===== config.mk =====
export PLATFORM = sky130hd
export DESIGN_NAME = rie_seq
export DESIGN_NICKNAME = d
export VERILOG_FILES = /design/src/hdl/rie_pkg.sv /design/src/hdl/rie_edge_det.sv /design/src/hdl/rie_prio.sv /design/src/hdl/rie_seq.sv
export SDC_FILE = /design/constraint.sdc
export NUM_CORES = 1
export LEC_CHECK = 0
export BUFFER_PORTS_ARGS = -buffer_cell sky130_fd_sc_hd__buf_2
export CORE_ASPECT_RATIO = 0.8
export CORE_MARGIN = 3
export CORE_UTILIZATION = 50
export CTS_CLUSTER_SIZE = 14
export DETAILED_ROUTE_END_ITERATION = 8
export PLACE_DENSITY = 0.79
export SLEW_MARGIN = 40
export SYNTH_ARGS = -nofsm -noshare
export SYNTH_HDL_FRONTEND = slang
export SYNTH_HIERARCHICAL = 1
export SYNTH_SLANG_ARGS = --single-unit

===== constraint.sdc =====
create_clock -name pclk -period 5.2 [get_ports pclk]
set_input_delay 0.78 -clock pclk [delete_from_list [all_inputs] [get_ports pclk]]
set_output_delay 0.78 -clock pclk [all_outputs]
set_load 0.005 [all_outputs]

===== src/hdl/rie_pkg.sv =====
package rie_pkg;
  // ****************************************
  // apb register byte offsets
  // ****************************************
  localparam logic [7:0] OFS_REQ_EDGE = 8'h00;
  localparam logic [7:0] OFS_WAKE_EDGE = 8'h04;
  localparam logic [7:0] OFS_PORT_MODE_1 = 8'h08;
  localparam logic [7:0] OFS_PORT_MODE_5 = 8'h0c;
  localparam logic [7:0] OFS_REQ_FLAG = 8'h10;
  localparam logic [7:0] OFS_WAKE_FLAG = 8'h14;
  localparam logic [7:0] OFS_REQ_ENABLE = 8'h18;
  localparam logic [7:0] OFS_PERIPH_ENABLE = 8'h1c;
  localparam logic [7:0] OFS_STATUS = 8'h20;
  localparam logic [7:0] OFS_VECTOR = 8'h24;

  // ****************************************
  // field positions and widths
  // ****************************************
  localparam int NUM_REQ = 4;
  localparam int NUM_WAKE = 6;
  localparam int BIT_WAKE_EN = 5;
  localparam int BIT_DXFER = 7;
  localparam int SRC_W = 4;
  localparam int SRC_NMI = 0;
  localparam int SRC_ABRK = 1;
  localparam int SRC_REQ0 = 2;
  localparam int SRC_WAKE = 6;
  localparam int SRC_DXFER = 7;
  localparam int SRC_PERIPH0 = 8;

  // ****************************************
  // vectors and reset values
  // ****************************************
  localparam logic [15:0] RESET_VECTOR = 16'h0000;
  localparam logic [15:0] INT_VECTOR_BASE = 16'h0008;
  localparam logic [3:0] ZERO4 = 4'h0;
  localparam logic [5:0] ZERO6 = 6'h00;

  // ****************************************
  // sequence lengths in states (one state = one pclk)
  // ****************************************
  localparam int RESET_MIN_CYCLES = 10;
  localparam logic [3:0] RST_VEC_STATES = 4'h2;
  localparam logic [3:0] STACK_STATES = 4'h4;
  localparam logic [3:0] VEC_STATES = 4'h2;
  localparam logic [3:0] IFETCH_STATES = 4'h4;
  localparam logic [3:0] INTPROC_STATES = 4'h4;

  typedef enum logic [2:0] {
    PH_RST_VEC, PH_FIRST, PH_RUN, PH_STACK, PH_VEC, PH_IFETCH, PH_INTPROC
  } rie_phase_t;
endpackage


===== src/hdl/rie_edge_det.sv =====
`timescale 1ns/1ns
module rie_edge_det #(
  parameter int W = 4
) (
  input wire logic pclk, // system clock
  input wire logic presetn, // async reset, low
  input wire logic [W-1:0] pin, // raw pins, idle high
  input wire logic [W-1:0] use_int, // pin assigned to interrupt input
  input wire logic [W-1:0] rise_sel, // 1 rising, 0 falling
  output logic [W-1:0] edge_seen // one-cycle pulse per edge
);
  typedef struct packed {
    logic [W-1:0] s1;
    logic [W-1:0] s2;
    logic [W-1:0] prev;
  } rie_edge_st_t;

  rie_edge_st_t s_ff;
  rie_edge_st_t nxt_s;
  logic [W-1:0] gated;

  // a pin not in interrupt use reads idle high, so changing its mode with
  // the pin low looks like a falling edge and can raise its flag
  assign gated = (use_int & s_ff.s2) | ~use_int;

  always_comb begin
    nxt_s = s_ff;
    nxt_s.s1 = pin;
    nxt_s.s2 = s_ff.s1;
    nxt_s.prev = gated;
    edge_seen = (rise_sel & gated & ~s_ff.prev) | (~rise_sel & ~gated & s_ff.prev);
  end

  always_ff @(posedge pclk or negedge presetn) begin
    if (!presetn) begin
      s_ff <= '{s1: '1, s2: '1, prev: '1};
    end else begin
      s_ff <= nxt_s;
    end
  end
endmodule // rie_edge_det


===== src/hdl/rie_prio.sv =====
`timescale 1ns/1ns
module rie_prio
  import rie_pkg::*;
#(
  parameter int NS = 12
) (
  input wire logic [NS-1:0] req, // forwarded requests, bit 0 highest
  output logic any, // some request present
  output logic [SRC_W-1:0] idx // winning source
);
  function automatic logic [SRC_W-1:0] first_set(input logic [NS-1:0] v);
    logic [SRC_W-1:0] r;
    r = '0;
    for (int i = NS - 1; i >= 0; i--) begin
      if (v[i]) begin
        r = SRC_W'(i);
      end
    end
    return r;
  endfunction

  assign any = |req;
  assign idx = first_set(req);
endmodule // rie_prio


===== src/hdl/rie_seq.sv =====
// Local design decisions: the register addresses and the APB register port.
`timescale 1ns/1ns
// How it works
// - during reset everything halts and all state and peripheral registers initialise.
// - on release set the mask, fetch the vector at address zero, start there.
// - a falling edge on the non-maskable pin raises the top request, never masked.
// - four request pins, own vectors, each with its own rising/falling edge select.
// - request pin edge in interrupt mode sets its flag; enable masks; acceptance sets mask.
// - six wake pins share one vector, each with its own edge select.
// - wake pin edge sets its wake flag; one shared wake enable masks all six.
// - peripheral sources have flag and enable; clear enable masks; acceptance sets mask.
// - the sleep direct-transfer flag and enable live in request flag/enable registers.
// - only the non-maskable and break sources or enabled ones are forwarded to arbitration.
// - with several requests only the highest one is presented; others stay pending.
// - non-maskable and break requests ignore mask; others need mask clear.
// - entry waits for instruction end, then pushes counter and condition codes.
// - after stacking set the mask; return restores the saved mask value.
// - form the accepted source's vector address, load it, start the handler.
// - waiting for the current instruction takes one to thirteen states.
// - entry takes four stacking, two vector, four fetch, four internal states.
// - right after reset every request is blocked until the first instruction ends.
// - word and stack addresses always have bit zero forced to zero.
// - rewriting a pin's mode may set its request flag.
// - request and wake flags clear only by software writing zero.
module rie_seq
  import rie_pkg::*;
#(
  parameter int NP = 4
) (
  input wire logic pclk, // system clock
  input wire logic presetn, // async reset, low
  input wire logic psel, // apb select
  input wire logic penable, // apb access phase
  input wire logic pwrite, // apb write
  input wire logic [7:0] paddr, // apb byte address
  input wire logic [31:0] pwdata, // apb write data
  output logic [31:0] prdata, // apb read data
  output logic pready, // apb ready
  output logic pslverr, // apb error on unmapped address
  input wire logic nmi_n, // non-maskable pin
  input wire logic [NUM_REQ-1:0] ext_request_line_n, // request pins 3..0
  input wire logic [NUM_WAKE-1:0] wake_line_n, // wake pins 5..0
  input wire logic abrk_req, // break unit request level
  input wire logic sleep_xfer, // direct-transfer pulse from sleep
  input wire logic [NP-1:0] periph_flag, // peripheral request flags
  input wire logic instr_done, // cpu finished current instruction
  input wire logic rte_done, // cpu executed return from handler
  input wire logic rte_mask, // mask value popped by return
  input wire logic [15:0] cpu_pc, // return address to push
  input wire logic [7:0] cpu_ccr, // condition codes to push
  input wire logic [15:0] stack_pointer, // current stack pointer
  output logic cpu_halt, // cpu must not execute
  output logic periph_rst_n, // peripheral reset, low
  output logic cond_code_mask, // mask bit of cond_code_reg
  output logic vec_fetch, // vector read strobe
  output logic [15:0] vector_addr, // vector address, even
  output logic load_pc, // one-cycle pulse: load pc from vector
  output logic stack_push, // stack write strobe
  output logic [15:0] stack_addr, // stack word address, even
  output logic [15:0] push_data // word pushed
);
  localparam int NS = SRC_PERIPH0 + NP;

  // ****************************************
  // state
  // ****************************************
  typedef struct packed {
    rie_phase_t ph;
    logic [3:0] cnt;
    logic mask;
    logic [NUM_REQ-1:0] redge;
    logic [NUM_WAKE-1:0] wedge;
    logic [NUM_REQ-1:0] port_mode_reg_1;
    logic [NUM_WAKE-1:0] port_mode_reg_5;
    logic [NUM_REQ-1:0] rflag;
    logic dflag;
    logic [NUM_WAKE-1:0] wflag;
    logic [NUM_REQ-1:0] ren;
    logic den;
    logic wen;
    logic [NP-1:0] pen;
    logic nmi;
    logic [SRC_W-1:0] src;
    logic rdy;
    logic err;
    logic [31:0] rdata;
    logic halt;
    logic prst_n;
    logic vfetch;
    logic [15:0] vaddr;
    logic ldpc;
    logic push;
    logic [15:0] saddr;
    logic [15:0] pdata;
  } rie_seq_st_t;

  rie_seq_st_t s_ff;
  rie_seq_st_t nxt_s;

  logic [NUM_REQ-1:0] req_edge;
  logic [NUM_WAKE-1:0] wake_edge;
  logic nmi_edge;
  logic [NS-1:0] fwd;
  logic any_req;
  logic [SRC_W-1:0] win;
  logic wr;
  logic rd;
  logic take;
  logic nonmask;

  // ****************************************
  // pin edge detection
  // ****************************************
  rie_edge_det #(.W(NUM_REQ)) u_req_edge (
    .pclk(pclk),
    .presetn(presetn),
    .pin(ext_request_line_n),
    .use_int(s_ff.port_mode_reg_1),
    .rise_sel(s_ff.redge),
    .edge_seen(req_edge)
  );

  rie_edge_det #(.W(NUM_WAKE)) u_wake_edge (
    .pclk(pclk),
    .presetn(presetn),
    .pin(wake_line_n),
    .use_int(s_ff.port_mode_reg_5),
    .rise_sel(s_ff.wedge),
    .edge_seen(wake_edge)
  );

  rie_edge_det #(.W(1)) u_nmi_edge (
    .pclk(pclk),
    .presetn(presetn),
    .pin(nmi_n),
    .use_int(1'b1),
    .rise_sel(1'b0),
    .edge_seen(nmi_edge)
  );

  // ****************************************
  // forwarding and arbitration
  // ****************************************
  always_comb begin
    fwd = '0;
    fwd[SRC_NMI] = s_ff.nmi;
    fwd[SRC_ABRK] = abrk_req;
    fwd[SRC_REQ0 +: NUM_REQ] = s_ff.rflag & s_ff.ren;
    fwd[SRC_WAKE] = (|s_ff.wflag) & s_ff.wen;
    fwd[SRC_DXFER] = s_ff.dflag & s_ff.den;
    fwd[SRC_PERIPH0 +: NP] = periph_flag & s_ff.pen;
  end

  rie_prio #(.NS(NS)) u_prio (
    .req(fwd),
    .any(any_req),
    .idx(win)
  );

  assign nonmask = (win == SRC_W'(SRC_NMI)) || (win == SRC_W'(SRC_ABRK));
  // acceptance only between instructions, never before the first one
  // the cpu's own instruction length sets the one-to-thirteen state wait
  assign take = (s_ff.ph == PH_RUN) && instr_done && any_req
    && (nonmask || !s_ff.mask);
  assign wr = psel && penable && s_ff.rdy && pwrite;
  assign rd = psel && !penable && !pwrite;

  // ****************************************
  // next state
  // ****************************************
  always_comb begin
    nxt_s = s_ff;
    nxt_s.ldpc = 1'b0;
    nxt_s.halt = 1'b0;
    nxt_s.prst_n = 1'b1;
    // one wait state: ready rises in the access phase's second cycle
    nxt_s.rdy = psel && penable && !s_ff.rdy;
    nxt_s.err = 1'b0;
    if (psel && penable && !s_ff.rdy) begin
      nxt_s.err = !(paddr inside {OFS_REQ_EDGE, OFS_WAKE_EDGE, OFS_PORT_MODE_1,
        OFS_PORT_MODE_5, OFS_REQ_FLAG, OFS_WAKE_FLAG, OFS_REQ_ENABLE,
        OFS_PERIPH_ENABLE, OFS_STATUS, OFS_VECTOR});
    end
    if (rd) begin
      case (paddr)
        OFS_REQ_EDGE: nxt_s.rdata = 32'(s_ff.redge);
        OFS_WAKE_EDGE: nxt_s.rdata = 32'(s_ff.wedge);
        OFS_PORT_MODE_1: nxt_s.rdata = 32'(s_ff.port_mode_reg_1);
        OFS_PORT_MODE_5: nxt_s.rdata = 32'(s_ff.port_mode_reg_5);
        OFS_REQ_FLAG: nxt_s.rdata = 32'({s_ff.dflag, 3'h0, s_ff.rflag});
        OFS_WAKE_FLAG: nxt_s.rdata = 32'(s_ff.wflag);
        OFS_REQ_ENABLE: nxt_s.rdata = 32'({s_ff.den, 1'b0, s_ff.wen, 1'b0, s_ff.ren});
        OFS_PERIPH_ENABLE: nxt_s.rdata = 32'(s_ff.pen);
        OFS_STATUS: nxt_s.rdata = 32'({s_ff.ph, s_ff.mask, any_req, win});
        OFS_VECTOR: nxt_s.rdata = 32'(s_ff.vaddr);
        default: nxt_s.rdata = 32'h0000_0000;
      endcase
    end

    // flags: writing 0 clears, writing 1 keeps; a same-cycle edge wins
    if (wr && paddr == OFS_REQ_FLAG) begin
      nxt_s.rflag = s_ff.rflag & pwdata[NUM_REQ-1:0];
      nxt_s.dflag = s_ff.dflag & pwdata[BIT_DXFER];
    end
    if (wr && paddr == OFS_WAKE_FLAG) begin
      nxt_s.wflag = s_ff.wflag & pwdata[NUM_WAKE-1:0];
    end
    nxt_s.rflag = nxt_s.rflag | req_edge;
    nxt_s.wflag = nxt_s.wflag | wake_edge;
    nxt_s.dflag = nxt_s.dflag | sleep_xfer;
    nxt_s.nmi = (s_ff.nmi && !(take && win == SRC_W'(SRC_NMI))) || nmi_edge;

    if (wr) begin
      case (paddr)
        OFS_REQ_EDGE: nxt_s.redge = pwdata[NUM_REQ-1:0];
        OFS_WAKE_EDGE: nxt_s.wedge = pwdata[NUM_WAKE-1:0];
        OFS_PORT_MODE_1: nxt_s.port_mode_reg_1 = pwdata[NUM_REQ-1:0];
        OFS_PORT_MODE_5: nxt_s.port_mode_reg_5 = pwdata[NUM_WAKE-1:0];
        OFS_REQ_ENABLE: begin
          nxt_s.ren = pwdata[NUM_REQ-1:0];
          nxt_s.wen = pwdata[BIT_WAKE_EN];
          nxt_s.den = pwdata[BIT_DXFER];
        end
        OFS_PERIPH_ENABLE: nxt_s.pen = pwdata[NP-1:0];
        default: ;
      endcase
    end

    // ****************************************
    // exception sequencer
    // ****************************************
    if (rte_done) begin
      nxt_s.mask = rte_mask;
    end
    case (s_ff.ph)
      PH_RST_VEC: begin
        nxt_s.mask = 1'b1;
        nxt_s.vaddr = RESET_VECTOR;
        nxt_s.halt = 1'b1;
        if (s_ff.cnt == ZERO4) begin
          nxt_s.ldpc = 1'b1;
          nxt_s.ph = PH_FIRST;
        end else begin
          nxt_s.cnt = s_ff.cnt - 4'h1;
        end
      end
      PH_FIRST: begin
        if (instr_done) begin
          nxt_s.ph = PH_RUN;
        end
      end
      PH_RUN: begin
        if (take) begin
          nxt_s.ph = PH_STACK;
          nxt_s.cnt = STACK_STATES - 4'h1;
          nxt_s.src = win;
        end
      end
      PH_STACK: begin
        if (s_ff.cnt == ZERO4) begin
          nxt_s.mask = 1'b1;
          nxt_s.ph = PH_VEC;
          nxt_s.cnt = VEC_STATES - 4'h1;
        end else begin
          nxt_s.cnt = s_ff.cnt - 4'h1;
        end
      end
      PH_VEC: begin
        if (s_ff.cnt == ZERO4) begin
          nxt_s.ldpc = 1'b1;
          nxt_s.ph = PH_IFETCH;
          nxt_s.cnt = IFETCH_STATES - 4'h1;
        end else begin
          nxt_s.cnt = s_ff.cnt - 4'h1;
        end
      end
      PH_IFETCH: begin
        if (s_ff.cnt == ZERO4) begin
          nxt_s.ph = PH_INTPROC;
          nxt_s.cnt = INTPROC_STATES - 4'h1;
        end else begin
          nxt_s.cnt = s_ff.cnt - 4'h1;
        end
      end
      PH_INTPROC: begin
        if (s_ff.cnt == ZERO4) begin
          nxt_s.ph = PH_RUN;
        end else begin
          nxt_s.cnt = s_ff.cnt - 4'h1;
        end
      end
      default: nxt_s.ph = PH_RUN;
    endcase

    nxt_s.push = (nxt_s.ph == PH_STACK);
    nxt_s.vfetch = (nxt_s.ph == PH_VEC) || (s_ff.ph == PH_RST_VEC);
    if (nxt_s.ph == PH_VEC) begin
      nxt_s.vaddr = INT_VECTOR_BASE + {11'h000, nxt_s.src, 1'b0};
    end
    // first two stacking states write the counter, last two the codes
    if (nxt_s.ph == PH_STACK && nxt_s.cnt >= 4'h2) begin
      nxt_s.saddr = {stack_pointer[15:1], 1'b0} - 16'h0002;
      nxt_s.pdata = cpu_pc;
    end else if (nxt_s.ph == PH_STACK) begin
      nxt_s.saddr = {stack_pointer[15:1], 1'b0} - 16'h0004;
      nxt_s.pdata = {cpu_ccr, cpu_ccr};
    end
  end

  // all state initialises under reset, peripherals included via periph_rst_n
  always_ff @(posedge pclk or negedge presetn) begin
    if (!presetn) begin
      s_ff <= '0;
      s_ff.ph <= PH_RST_VEC;
      s_ff.cnt <= RST_VEC_STATES - 4'h1;
      s_ff.mask <= 1'b1;
      s_ff.halt <= 1'b1;
    end else begin
      s_ff <= nxt_s;
    end
  end

  assign prdata = s_ff.rdata;
  assign pready = s_ff.rdy;
  assign pslverr = s_ff.err;
  assign cpu_halt = s_ff.halt;
  assign periph_rst_n = s_ff.prst_n;
  assign cond_code_mask = s_ff.mask;
  assign vec_fetch = s_ff.vfetch;
  assign vector_addr = s_ff.vaddr;
  assign load_pc = s_ff.ldpc;
  assign stack_push = s_ff.push;
  assign stack_addr = s_ff.saddr;
  assign push_data = s_ff.pdata;
endmodule // rie_seq


## Word-level counts from Yosys, hierarchy flattened

Cells that the tools add are included.

| storage, ports and cells | value |
|---|---|
| register bits after elaboration | 174 |
| input port bits | 105 |
| output and inout port bits | 88 |
| logic and storage cells | 175 |

| cells by class | value |
|---|---|
| add/sub/neg operators | 4 |
| magnitude comparators | 1 |
| equality and inequality tests | 18 |
| muxes and demuxes | 40 |
| bitwise gates (word level) | 34 |
| reduce and logical (&&, ||, !) cells | 42 |

Operators with widths:

| kind | count |
|---|---|
| $pmux W16 S10 | 1 |
| $mux W4 | 17 |
| $mux W32 | 2 |
| $and A6 B6 Y6 | 6 |
| $and A4 B4 Y4 | 8 |
| $eq A8 B5 Y1 const B | 4 |
| $mux W16 | 2 |
| $not A6 Y6 | 4 |
| $pmux W3 S7 | 1 |
| $mux W3 | 6 |
| $or A6 B6 Y6 | 3 |
| $eq A8 B4 Y1 const B | 2 |
| $eq A8 B6 Y1 const B | 2 |
| $not A4 Y4 | 4 |
| $pmux W4 S4 | 1 |
| $sub A16 B2 Y16 const B | 1 |
| $sub A16 B3 Y16 const B | 1 |
| $logic_and A1 B1 Y1 | 14 |
| $eq A3 B3 Y1 const B | 4 |
| $or A4 B4 Y4 | 3 |
| $reduce_and A2 Y1 | 6 |
| $reduce_or A12 Y1 | 1 |
| $reduce_bool A10 Y1 | 1 |
| $eq A3 B2 Y1 const B | 3 |
| 22 further kinds | 42 |

## Logic depth before layout (Yosys ltp)

Gate-level depths: netlist (run 1).

| depth | value |
|---|---|
| depth in word-level cells | 22 |
| gate-level depth with buffers | 16 |
| mapped depth without buffers | 13 |

## Cells and area by module

The synthesis (run 1) kept the hierarchy.

Modules (own cells, without submodules):

| module | instances | cells an instance | area each (um2) | sequential area each (um2) |
|---|---|---|---|---|
| rie_seq | 1 | 622 | 6050.8 | 2656.3 |
| rie_edge_det (u_wake_edge) | 1 | 42 | 690.7 | 473.0 |
| rie_edge_det (u_req_edge) | 1 | 28 | 460.4 | 315.3 |
| rie_prio | 1 | 22 | 128.9 | 0.0 |
| rie_edge_det (u_nmi_edge) | 1 | 7 | 110.1 | 78.8 |

## Worst setup path after synthesis (run 1)

Ideal clock, no wire load.

| timing path | value |
|---|---|
| path kind | reg-to-reg |
| start | reg s_ff[105] (netlist name) |
| end | reg s_ff (netlist bit stack_addr[12]) |
| library setup time | 0.069 ns |
| arrival time | 3.839 ns |
| data required time | 5.131 ns |
| path slack | 1.292 ns |
| stages on the path, launching flop included | 16 |
| path buffers | 2 |
| period minus slack after synthesis | 3.908 ns |
| cell sequence | dfrtp_1 or4_1 o31a_1 nor2_1 o31ai_1 a211oi_1 nor3_1 or3_1 a2111o_1 buf_6 a31o_4 nor3b_4 a21oi_2 buf_6 or4_1 nand3_1 |

RTL lines:

| what | RTL line | RTL |
|---|---|---|
| start: declaration | rie_seq.sv:97 | `rie_seq_st_t s_ff;` |
| start signal: assignment | rie_seq.sv:319 | `s_ff <= nxt_s;` |

==> impl_metrics.yaml, run 1 <==
critical_path:
  rr_startpoint: "s_ff[103]"
  end_kind: "flip-flop"
  critical-path-top-delay-family: "simple AND/OR/NAND/NOR gates"
  rrSetupSlack_ns: 0.81
  startpoint: "s_ff[103]"
  path_buf_inv: 0
  slowest_delay_ns: 0.60
  cp.arrival_ns: 4.73
  path_common_cell: "or4_1"
  crit_path_start_kind: "flip-flop"
  path_cells: "or4_1 -> o31a_1 -> nor2_1 -> o31ai_1 -> a211oi_1 -> nor3_1 -> or3_1 -> a2111o_1 -> a31o_4 -> nor3b_4 -> a21oi_2 -> or4_1 -> a31oi_1"
  required_ns: 5.54
  r2r_cells: 13
  path_max_fanout: 12
  regToRegEndpoint: "stack_addr[14]"
  slowest_stage: "a2111o_1"
  crit_type: "reg2reg"
hold_path:
  hold_class: "reg2reg"
  hp-start: "u_req_edge/nxt_s[6]"
  min_to: "u_req_edge/s_ff[6]"
  min_path_cells: 0
synth:
  synth.yosys.seq_area_share_pct: 47.4
  synthArstFlopShare_pct: 100
  synth_seq_cells: 139
  synth_top_area_share_pct: 34.6
  synth_edf_count: 0
  yosysMostFrequentCell: "dfrtp_1"
  syn_area_um2: 7440
  yosysUniqueCellTypes: 65
  synth.area.top_cells: "dfrtp_1 (35%), dfstp_2 (13%), buf_4 (8.3%), mux2_2 (5.9%), mux2i_1 (4.0%)"
  ys_warn_count: 6
  synth_area_leader_cell: "dfrtp_1"
  syn_inst: 721
  ys_top_cells_by_count: "dfrtp_1 (103), buf_4 (82), nand2_1 (54), o21ai_0 (53), mux2_2 (39)"
  synth_flop_cell: "dfrtp_1"
  avgSynthCellArea_um2: 10.3
clock_tree:
  clockBufferDepth: 2
  cts.sinks: 139
  post_cts_resized: 0
  cts_tree: "yes"
  clk_latency_ns: 0.42
  htree_levels: 4
  cts_root_buffer: "clkbuf_16"
  cts.clk_slew.worst_paths_ns: 0.06
  cts-hold-fix-buffers: 0
  cts_setup_buffers: 0
  cts_made_buffers: 17
global_route:
  grt-ovfl-total: 0
  grtUsageTotal_pct: 20.5
  antenna_found_initial: 0
  grt_pass1_wl_um: 26300
  grt_pass1_vias: 5114
  grt_max_degree: 98
detailed_routing:
  post-route-drc-count: 0
  via_per_inst: 5.37
  first_pass_iters: 5
  vias: 5392
  wirelength_um: 16400
  first_iter_violations: 385
  ant_nets: 0
  wl_per_cell_um: 16.3
placement:
  post-place-ws_ns: 0.845
  gp_congestion: 0.942
  place_area_um2: 7830
  io_buffers: 131
  hpwl_um: 11900
sta:
  min_period_over_period_pct: 84.5
  rsz0062_at_grt: "no"
  worst_slew_pin_slew_ns: 0.851
  period_needed_ns: 4.39
  worst_slack_ns: 0.807
  setup_tns_ns: 0
  skew_ns: 0.00930
  slew_viol_final: 0
  relSlewSlack_pct: 43.1
  setup_viol: 0
  max_freq_ghz: 0.228
  hold_violations: 0
power_and_ir_drop:
  peakVddDrop_mv: 0.252
  p_per_area_nw_per_um2: 490
  p_leak_nw: 4.10
floorplanning:
  start_util_pct: 51.5
  design.portCount: 193
  fp-row-count: 39
  die_w_um: 142
  dieArea_um2: 16400
  die_y_um: 115
  coreArea_um2: 14400
status:
  outcome: "finished, final reports clean"
finish:
  area_growth_pct: 14.8
  fin_area_um2: 8540
  nNetsFinal: 919
  n_antenna_cell: 0
  drive_above_1_share_pct: 33.0
flow_run:
  cap_violations: 0
==> cell type report <==
| type | instances | area [um2] |
|---|---|---|
| clock buffers | 21 | 470 |
| well taps | 184 | 230 |
| repair buffers | 137 | 708 |
| fillers | 1194 | 5900 |
| inverters | 23 | 86.3 |
| flip-flops and latches | 139 | 3520 |
| clock inverters | 11 | 239 |
| multi-input cells | 490 | 3280 |
==> sequential cells by signal, summed over array words and instances, names as in the netlist <==
| register | flops |
|---|---|
| s_ff | 52 |
| push_data | 16 |
| stack_addr | 15 |
| u_wake_edge/s_ff | 12 |
| prdata | 9 |
| u_req_edge/s_ff | 8 |
| u_wake_edge/nxt_s | 6 |
| vector_addr | 5 |
| u_req_edge/nxt_s | 4 |
| u_nmi_edge/s_ff | 2 |
| cond_code_mask | 1 |
| cpu_halt | 1 |
| fwd | 1 |
| load_pc | 1 |
| periph_rst_n | 1 |
| pready | 1 |
| pslverr | 1 |
| stack_push | 1 |
| u_nmi_edge/nxt_s | 1 |
| vec_fetch | 1 |
==> through the flow <==
| stage | cells | power, mW | hold WS [ns] | utilization (%) |
|---|---|---|---|---|
| after global routing | 1005 | 4.45 | 0.357 | 59.1 |
| after global placement | 972 | 2.73 | 0.345 | 54.0 |
| final | 1005 | 4.18 | 0.355 | 59.1 |
| after CTS | 1004 | 4.22 | 0.355 | 59.1 |
| after floorplan | 758 | 2.57 | 0.345 | - |
| after detailed placement | 972 | 2.77 | 0.347 | 54.2 |
==> kinds of logic (layout without fill, tap and decap cells) <==
| group | after synthesis | after routing | share of synthesized area, % |
|---|---|---|---|
| other | 2 | 39 | 0.101 |
| DFF | 139 | 139 | 47.4 |
| buffers and inverters | 129 | 192 | 10.9 |
| adders and majority gates | 6 | 6 | 1.01 |
| AOI/OAI and AO/OA | 142 | 142 | 12.1 |
| and+or+nand+nor | 229 | 229 | 17.7 |
| xor gates and xnor gates | 3 | 3 | 0.353 |
| muxes | 71 | 71 | 10.5 |
==> power breakdown <==
part	switching, mW	internal (mW)
combinational	0.748	0.550
sequential	0.145	1.31
clock	0.448	0.986
total	1.34	2.84
==> worst max-delay path by stage <==
stage | endpoint | slack, ns | depth (start not counted)
floorplan | stack_addr[12] | 1.29 | 15
global placement | stack_addr[14] | 0.89 | 13
detailed placement | stack_addr[14] | 0.85 | 13
CTS | stack_addr[14] | 0.84 | 13
global route | stack_addr[15] | 0.62 | 11
finish | stack_addr[14] | 0.81 | 13
==> layout by cell type (no fill, tap or decap), types with 3 or more instances in the layout <==
master / netlist / layout
clkbuf_16: 0 / 17
nor4_1: 4 / 3
o21ai_0: 53 / 53
nand2b_4: 10 / 10
nand3_1: 18 / 18
and3_1: 4 / 4
o31a_1: 5 / 5
buf_4: 82 / 5
nor4_2: 2 / 3
nor3_1: 9 / 9
inv_1: 21 / 21
buf_2: 0 / 131
and2_1: 13 / 13
or3_1: 9 / 9
nand2b_1: 37 / 37
a22oi_1: 11 / 11
mux2_2: 39 / 39
mux2i_1: 30 / 30
clkbuf_8: 0 / 3
a211o_1: 4 / 4
nor2b_1: 6 / 6
nor2_1: 35 / 35
o211ai_1: 3 / 3
a21oi_1: 24 / 24
bufinv_16: 0 / 7
dfrtp_1: 103 / 103
a211oi_1: 4 / 4
ha_1: 6 / 6
conb_1: 2 / 39
a31oi_1: 10 / 10
o31ai_1: 7 / 7
xnor2_1: 3 / 3
or2b_1: 3 / 3
a21o_1: 3 / 3
or4_1: 8 / 8
nand2_1: 54 / 54
dfstp_2: 36 / 36
==> routing by layer <==
layer / wire length (um) / up-vias / track usage [%]
li1: - / 2592 / -
met1: 7360 / 2556 / 29.2
met2: 7400 / 216 / 30.0
met3: 1280 / 28 / 4.70
met4: 375 / 0 / 8.99
met5: 0 / - / 0
Power figures use the tool's default switching activity.
==> run 2, diff against run 1 <==
==> constraint.sdc (replaced) <==
create_clock -name pclk -period 4.4 [get_ports pclk]
set_input_delay 0.66 -clock pclk [delete_from_list [all_inputs] [get_ports pclk]]
set_output_delay 0.66 -clock pclk [all_outputs]
set_load 0.005 [all_outputs]
==> run 2 against run 1 <==
Against the previous run:
- cell area is 0.15% lower
- hold slack worse by 0.25 ns
- core utilization is 0.087 points lower
- sequential cell count stayed put
- routed wire length is 0.54% lower
- total power is 15% higher
- critical path type unchanged
- critical endpoint is now stack_addr[15]
- largest cell class unchanged
- largest power group unchanged
- highest routed layer is now met5
==> impl_metrics.yaml, run 2 (synthesized netlist as in run 1, its figures left out) <==
status:
  outcome: "finished, final reports clean"
critical_path:
  crit_type: "reg2reg"
  slowest_stage: "or4_1"
  path_common_cell: "o31ai_1"
  path_depth: 15
  path_cells: "or4_1 -> o31a_1 -> nor2_1 -> o31ai_1 -> a211oi_1 -> nor3_1 -> or3_1 -> a2111o_1 -> buf_4 -> and3_2 -> inv_1 -> o31ai_1 -> buf_4 -> a2111oi_0 -> o31ai_1"
  startpoint: "s_ff[105]"
  r2r_cells: 15
  cp-endpoint: "stack_addr[15]"
  rr_startpoint: "s_ff[105]"
  path_max_fanout: 7
  required_ns: 4.67
  end_kind: "flip-flop"
  crit_path_start_kind: "flip-flop"
  cp.arrival_ns: 4.43
  path_buf_inv: 3
  slowest_delay_ns: 0.52
  rrSetupSlack_ns: 0.24
  regToRegEndpoint: "stack_addr[15]"
  critical-path-top-delay-family: "compound AO/OA/AOI/OAI gates"
power_and_ir_drop:
  total_power_mw: 4.80
  peakVddDrop_mv: 0.329
  p_leak_nw: 4.10
  p_per_area_nw_per_um2: 563
finish:
  final_cell_mix: "buf_2 (131), dfrtp_1 (103), nand2_1 (54)"
  postLayoutCoreUtil_pct: 59.1
  n_antenna_cell: 0
  fillers: 1201
  largest_reg_flops: 52
  regMostFlops: "s_ff"
  area_growth_pct: 14.6
  nNetsFinal: 928
  layout_commonest_cell: "buf_2"
  drive_above_1_share_pct: 33.5
floorplanning:
  coreArea_um2: 14400
  dieArea_um2: 16400
  start_util_pct: 51.5
  die_w_um: 142
  fp-row-count: 39
  design.portCount: 193
  die_y_um: 115
detailed_routing:
  vias: 5401
  wl_per_cell_um: 16.1
  wirelength_um: 16300
  post-route-drc-count: 0
  ant_nets: 0
  first_iter_violations: 427
  first_pass_iters: 5
  via_per_inst: 5.33
sta:
  max_freq_ghz: 0.240
  skew_ns: 0.0100
  setup_viol: 0
  relSlewSlack_pct: 51.3
  setup_tns_ns: 0
  period_needed_ns: 4.16
  holdWs_ns: 0.110
  worst_slack_ns: 0.241
  slew_viol_final: 0
  worst_slew_pin_slew_ns: 0.727
  hold_violations: 0
  min_period_over_period_pct: 94.5
placement:
  hpwl_um: 11800
  io_buffers: 131
  post-place-ws_ns: 0.260
  gp_congestion: 0.897
clock_tree:
  htree_levels: 4
  cts_tree: "yes"
  cts_root_buffer: "clkbuf_16"
  post_cts_resized: 0
  clockBufferDepth: 2
  cts_made_buffers: 17
  cts-hold-fix-buffers: 0
  cts.clk_slew.worst_paths_ns: 0.06
  cts.sinks: 139
  cts_setup_buffers: 0
  clk_latency_ns: 0.42
global_route:
  grt_max_degree: 111
  grt_pass1_vias: 4986
  grtUsageTotal_pct: 20.1
  antenna_found_initial: 1
  grt-ovfl-total: 0
  grt_pass1_wl_um: 26000
flow_run:
  cap_violations: 0
hold_path:
  hold_class: "in2async"
run 2: layout make-up:
class	count	area, um2	share of cell area, %
repair buffers	146	808	9.48
clock inverters	13	166	1.95
well taps	184	230	2.70
multi-input cells	490	3270	38.4
clock buffers	19	443	5.19
inverters	23	86.3	1.01
flip-flops and latches	139	3520	41.3
run 2: worst min path at each step:
stage                         endpoint  cells past startpoint                start  slack [ns]
floorplan           u_nmi_edge/s_ff[1]                      0  u_nmi_edge/nxt_s[1]        0.35
detailed placement  u_req_edge/s_ff[4]                      0  u_req_edge/nxt_s[4]        0.35
global route            stack_addr[14]                      1              presetn        0.11
CTS                     stack_addr[10]                      1              presetn        0.32
global placement    u_req_edge/s_ff[7]                      0  u_req_edge/nxt_s[7]        0.35
finish                      stack_push                      1              presetn        0.11
run 2: layer usage:
| metal | track usage [%] | vias up | share of wire (%) |
|---|---|---|---|
| met4 | 7.41 | 2 | 1.6 |
| met3 | 5.28 | 26 | 8.5 |
| met2 | 29.0 | 228 | 45 |
| met1 | 29.3 | 2531 | 45 |
| li1 | - | 2614 | - |
| met5 | 0 | - | 0.043 |
run 2: where the power goes:
group / switching [mW] / leakage, nW / total, mW / internal [mW]
sequential: 0.168 / 1.72 / 1.71 / 1.54
combinational: 0.907 / 2.10 / 1.63 / 0.718
clock: 0.551 / 0.290 / 1.46 / 0.910
run 2: per-stage QoR:
| step | instances | instance area [um2] |
|---|---|---|
| after floorplan | 758 | 7580 |
| after global placement | 978 | 7860 |
| after detailed placement | 978 | 7870 |
| after CTS | 1010 | 8480 |
| after global routing | 1014 | 8530 |
| final | 1014 | 8530 |
==> run 3, diff against run 2 <==
--- a/config.mk
+++ b/config.mk
@@ -11,6 +11,7 @@
 export CORE_UTILIZATION = 50
 export CTS_CLUSTER_SIZE = 14
 export DETAILED_ROUTE_END_ITERATION = 8
+export MAX_ROUTING_LAYER = met4
 export PLACE_DENSITY = 0.79
 export SLEW_MARGIN = 40
 export SYNTH_ARGS = -nofsm -noshare
==> run 3 against run 2 <==
Against the previous run:
- register-to-register slack better by 0.02 ns
- total power hardly changed
- setup slack gained 0.016 ns
- critical endpoint unchanged
==> impl_metrics.yaml, run 3 (synthesized netlist as in run 1, its figures left out) <==
finish:
  final_cell_mix: "buf_2 (131), dfrtp_1 (103), nand2_1 (54)"
  regMostFlops: "s_ff"
  layout_commonest_cell: "buf_2"
  multi_input_area_um2: 3270
  drive_above_1_share_pct: 33.5
  postLayoutCoreUtil_pct: 59.1
  seq_area_um2: 3520
  nNetsFinal: 928
  largest_reg_flops: 52
  fin_area_um2: 8530
  area_growth_pct: 14.7
  fillers: 1200
critical_path:
  required_ns: 4.67
  cp.arrival_ns: 4.42
  path_max_fanout: 7
  slowest_stage: "or4_1"
  end_kind: "flip-flop"
  path_cells: "or4_1 -> o31a_1 -> nor2_1 -> o31ai_1 -> a211oi_1 -> nor3_1 -> or3_1 -> a2111o_1 -> buf_4 -> and3_2 -> inv_1 -> o31ai_1 -> buf_4 -> a2111oi_0 -> o31ai_1"
  rrSetupSlack_ns: 0.26
  slowest_delay_ns: 0.52
  crit_type: "reg2reg"
  r2r_cells: 15
  crit_path_start_kind: "flip-flop"
  rr_startpoint: "s_ff[105]"
  critical-path-top-delay-family: "compound AO/OA/AOI/OAI gates"
  path_buf_inv: 3
  regToRegEndpoint: "stack_addr[15]"
  path_common_cell: "o31ai_1"
clock_tree:
  cts_tree: "yes"
  cts_made_buffers: 17
  cts-hold-fix-buffers: 0
  cts_setup_buffers: 0
  post_cts_resized: 0
  cts.sinks: 139
  cts.clk_slew.worst_paths_ns: 0.06
  cts_root_buffer: "clkbuf_16"
  clockBufferDepth: 2
  htree_levels: 4
  clk_latency_ns: 0.42
power_and_ir_drop:
  p_clk_share_pct: 30.5
  peakVddDrop_mv: 0.330
  seq_power_share_pct: 35.7
  p_sw_share_pct: 33.9
  intPower_mw: 3.17
  combPwrFrac_pct: 33.9
  p_per_area_nw_per_um2: 562
  switching_power_mw: 1.62
  p_leak_nw: 4.10
  total_power_mw: 4.80
global_route:
  grt-ovfl-total: 0
  grt_max_degree: 111
  grt_pass1_vias: 4997
  grtUsageTotal_pct: 20.8
  antenna_found_initial: 1
  grt_pass1_wl_um: 26000
detailed_routing:
  met1_length_um: 7390
  post-route-drc-count: 0
  first_pass_iters: 5
  wl_met2_um: 7320
  highest_layer: "met4"
  ant_nets: 0
  wirelength_um: 16300
  wl_per_cell_um: 16.1
  vias: 5398
  first_iter_violations: 441
  via_per_inst: 5.32
  met3WireLength_um: 1350
floorplanning:
  fp-row-count: 39
  dieArea_um2: 16400
  start_util_pct: 51.5
  coreArea_um2: 14400
  design.portCount: 193
  die_w_um: 142
  die_y_um: 115
placement:
  io_buffers: 131
  place_area_um2: 7870
  hpwl_um: 11800
  gp_congestion: 0.912
status:
  outcome: "finished, final reports clean"
sta:
  relSlewSlack_pct: 53.7
  hold_violations: 0
  slew_viol_final: 0
  holdWs_ns: 0.117
  min_period_over_period_pct: 94.2
  worst_slew_pin_slew_ns: 0.692
  setup_viol: 0
  skew_ns: 0.0113
  max_freq_ghz: 0.241
  period_needed_ns: 4.14
hold_path:
  hold_class: "in2async"
flow_run:
  cap_violations: 0
==> run 3: worst max path at each step <==
stage	startpoint	endpoint	cells past startpoint
4_1_cts	s_ff[105]	stack_addr[10]	13
6_report	s_ff[105]	stack_addr[15]	15
3_5_place_dp	s_ff[105]	stack_addr[10]	13
3_3_place_gp	s_ff[105]	stack_addr[14]	13
2_1_floorplan	s_ff[105]	stack_addr[12]	15
5_1_grt	s_ff[105]	stack_addr[14]	13
==> run 3: layout make-up <==
class / count / share of cell area [%]
timing repair buffer: 146 / 9.47
multi-input combinational: 490 / 38.3
tap: 184 / 2.70
clock inverter: 13 / 1.95
antenna: 1 / 0.0293
sequential: 139 / 41.3
inverter: 23 / 1.01
clock buffer: 19 / 5.19
==> run 3: metrics by stage <==
step	setup slack (ns)	cells	TNS, ns
floorplan	0.492	758	0
global placement	0.289	978	0
detailed placement	0.260	978	0
CTS	0.199	1010	0
global route	-0.0207	1015	-0.0623
finish	0.257	1015	0
==> run 3: worst register-to-register path, stage by stage, from the launching register on <==
cell       delay [ns]
dfrtp_1          0.40
or4_1            0.52
o31a_1           0.33
nor2_1           0.13
o31ai_1          0.07
a211oi_1         0.24
nor3_1           0.11
or3_1            0.37
a2111o_1         0.47
buf_4            0.18
and3_2           0.23
inv_1            0.16
o31ai_1          0.09
buf_4            0.16
a2111oi_0        0.42
o31ai_1          0.10
==> run 3: power groups by stage <==
stage | registers, mW | clock network (mW) | logic [mW]
after floorplan | 1.67 | 0 | 1.37
after global placement | 1.73 | 0 | 1.57
after detailed placement | 1.73 | 0 | 1.61
after CTS | 1.71 | 1.49 | 1.62
after global routing | 1.75 | 1.55 | 1.82
final | 1.71 | 1.46 | 1.62
==> run 3: routing by layer <==
metal  track usage (%)  up-vias
met4              7.41        0
li1                  -     2614
met3              5.41       26
met1              29.7     2544
met2              28.7      214
met5                 -        -
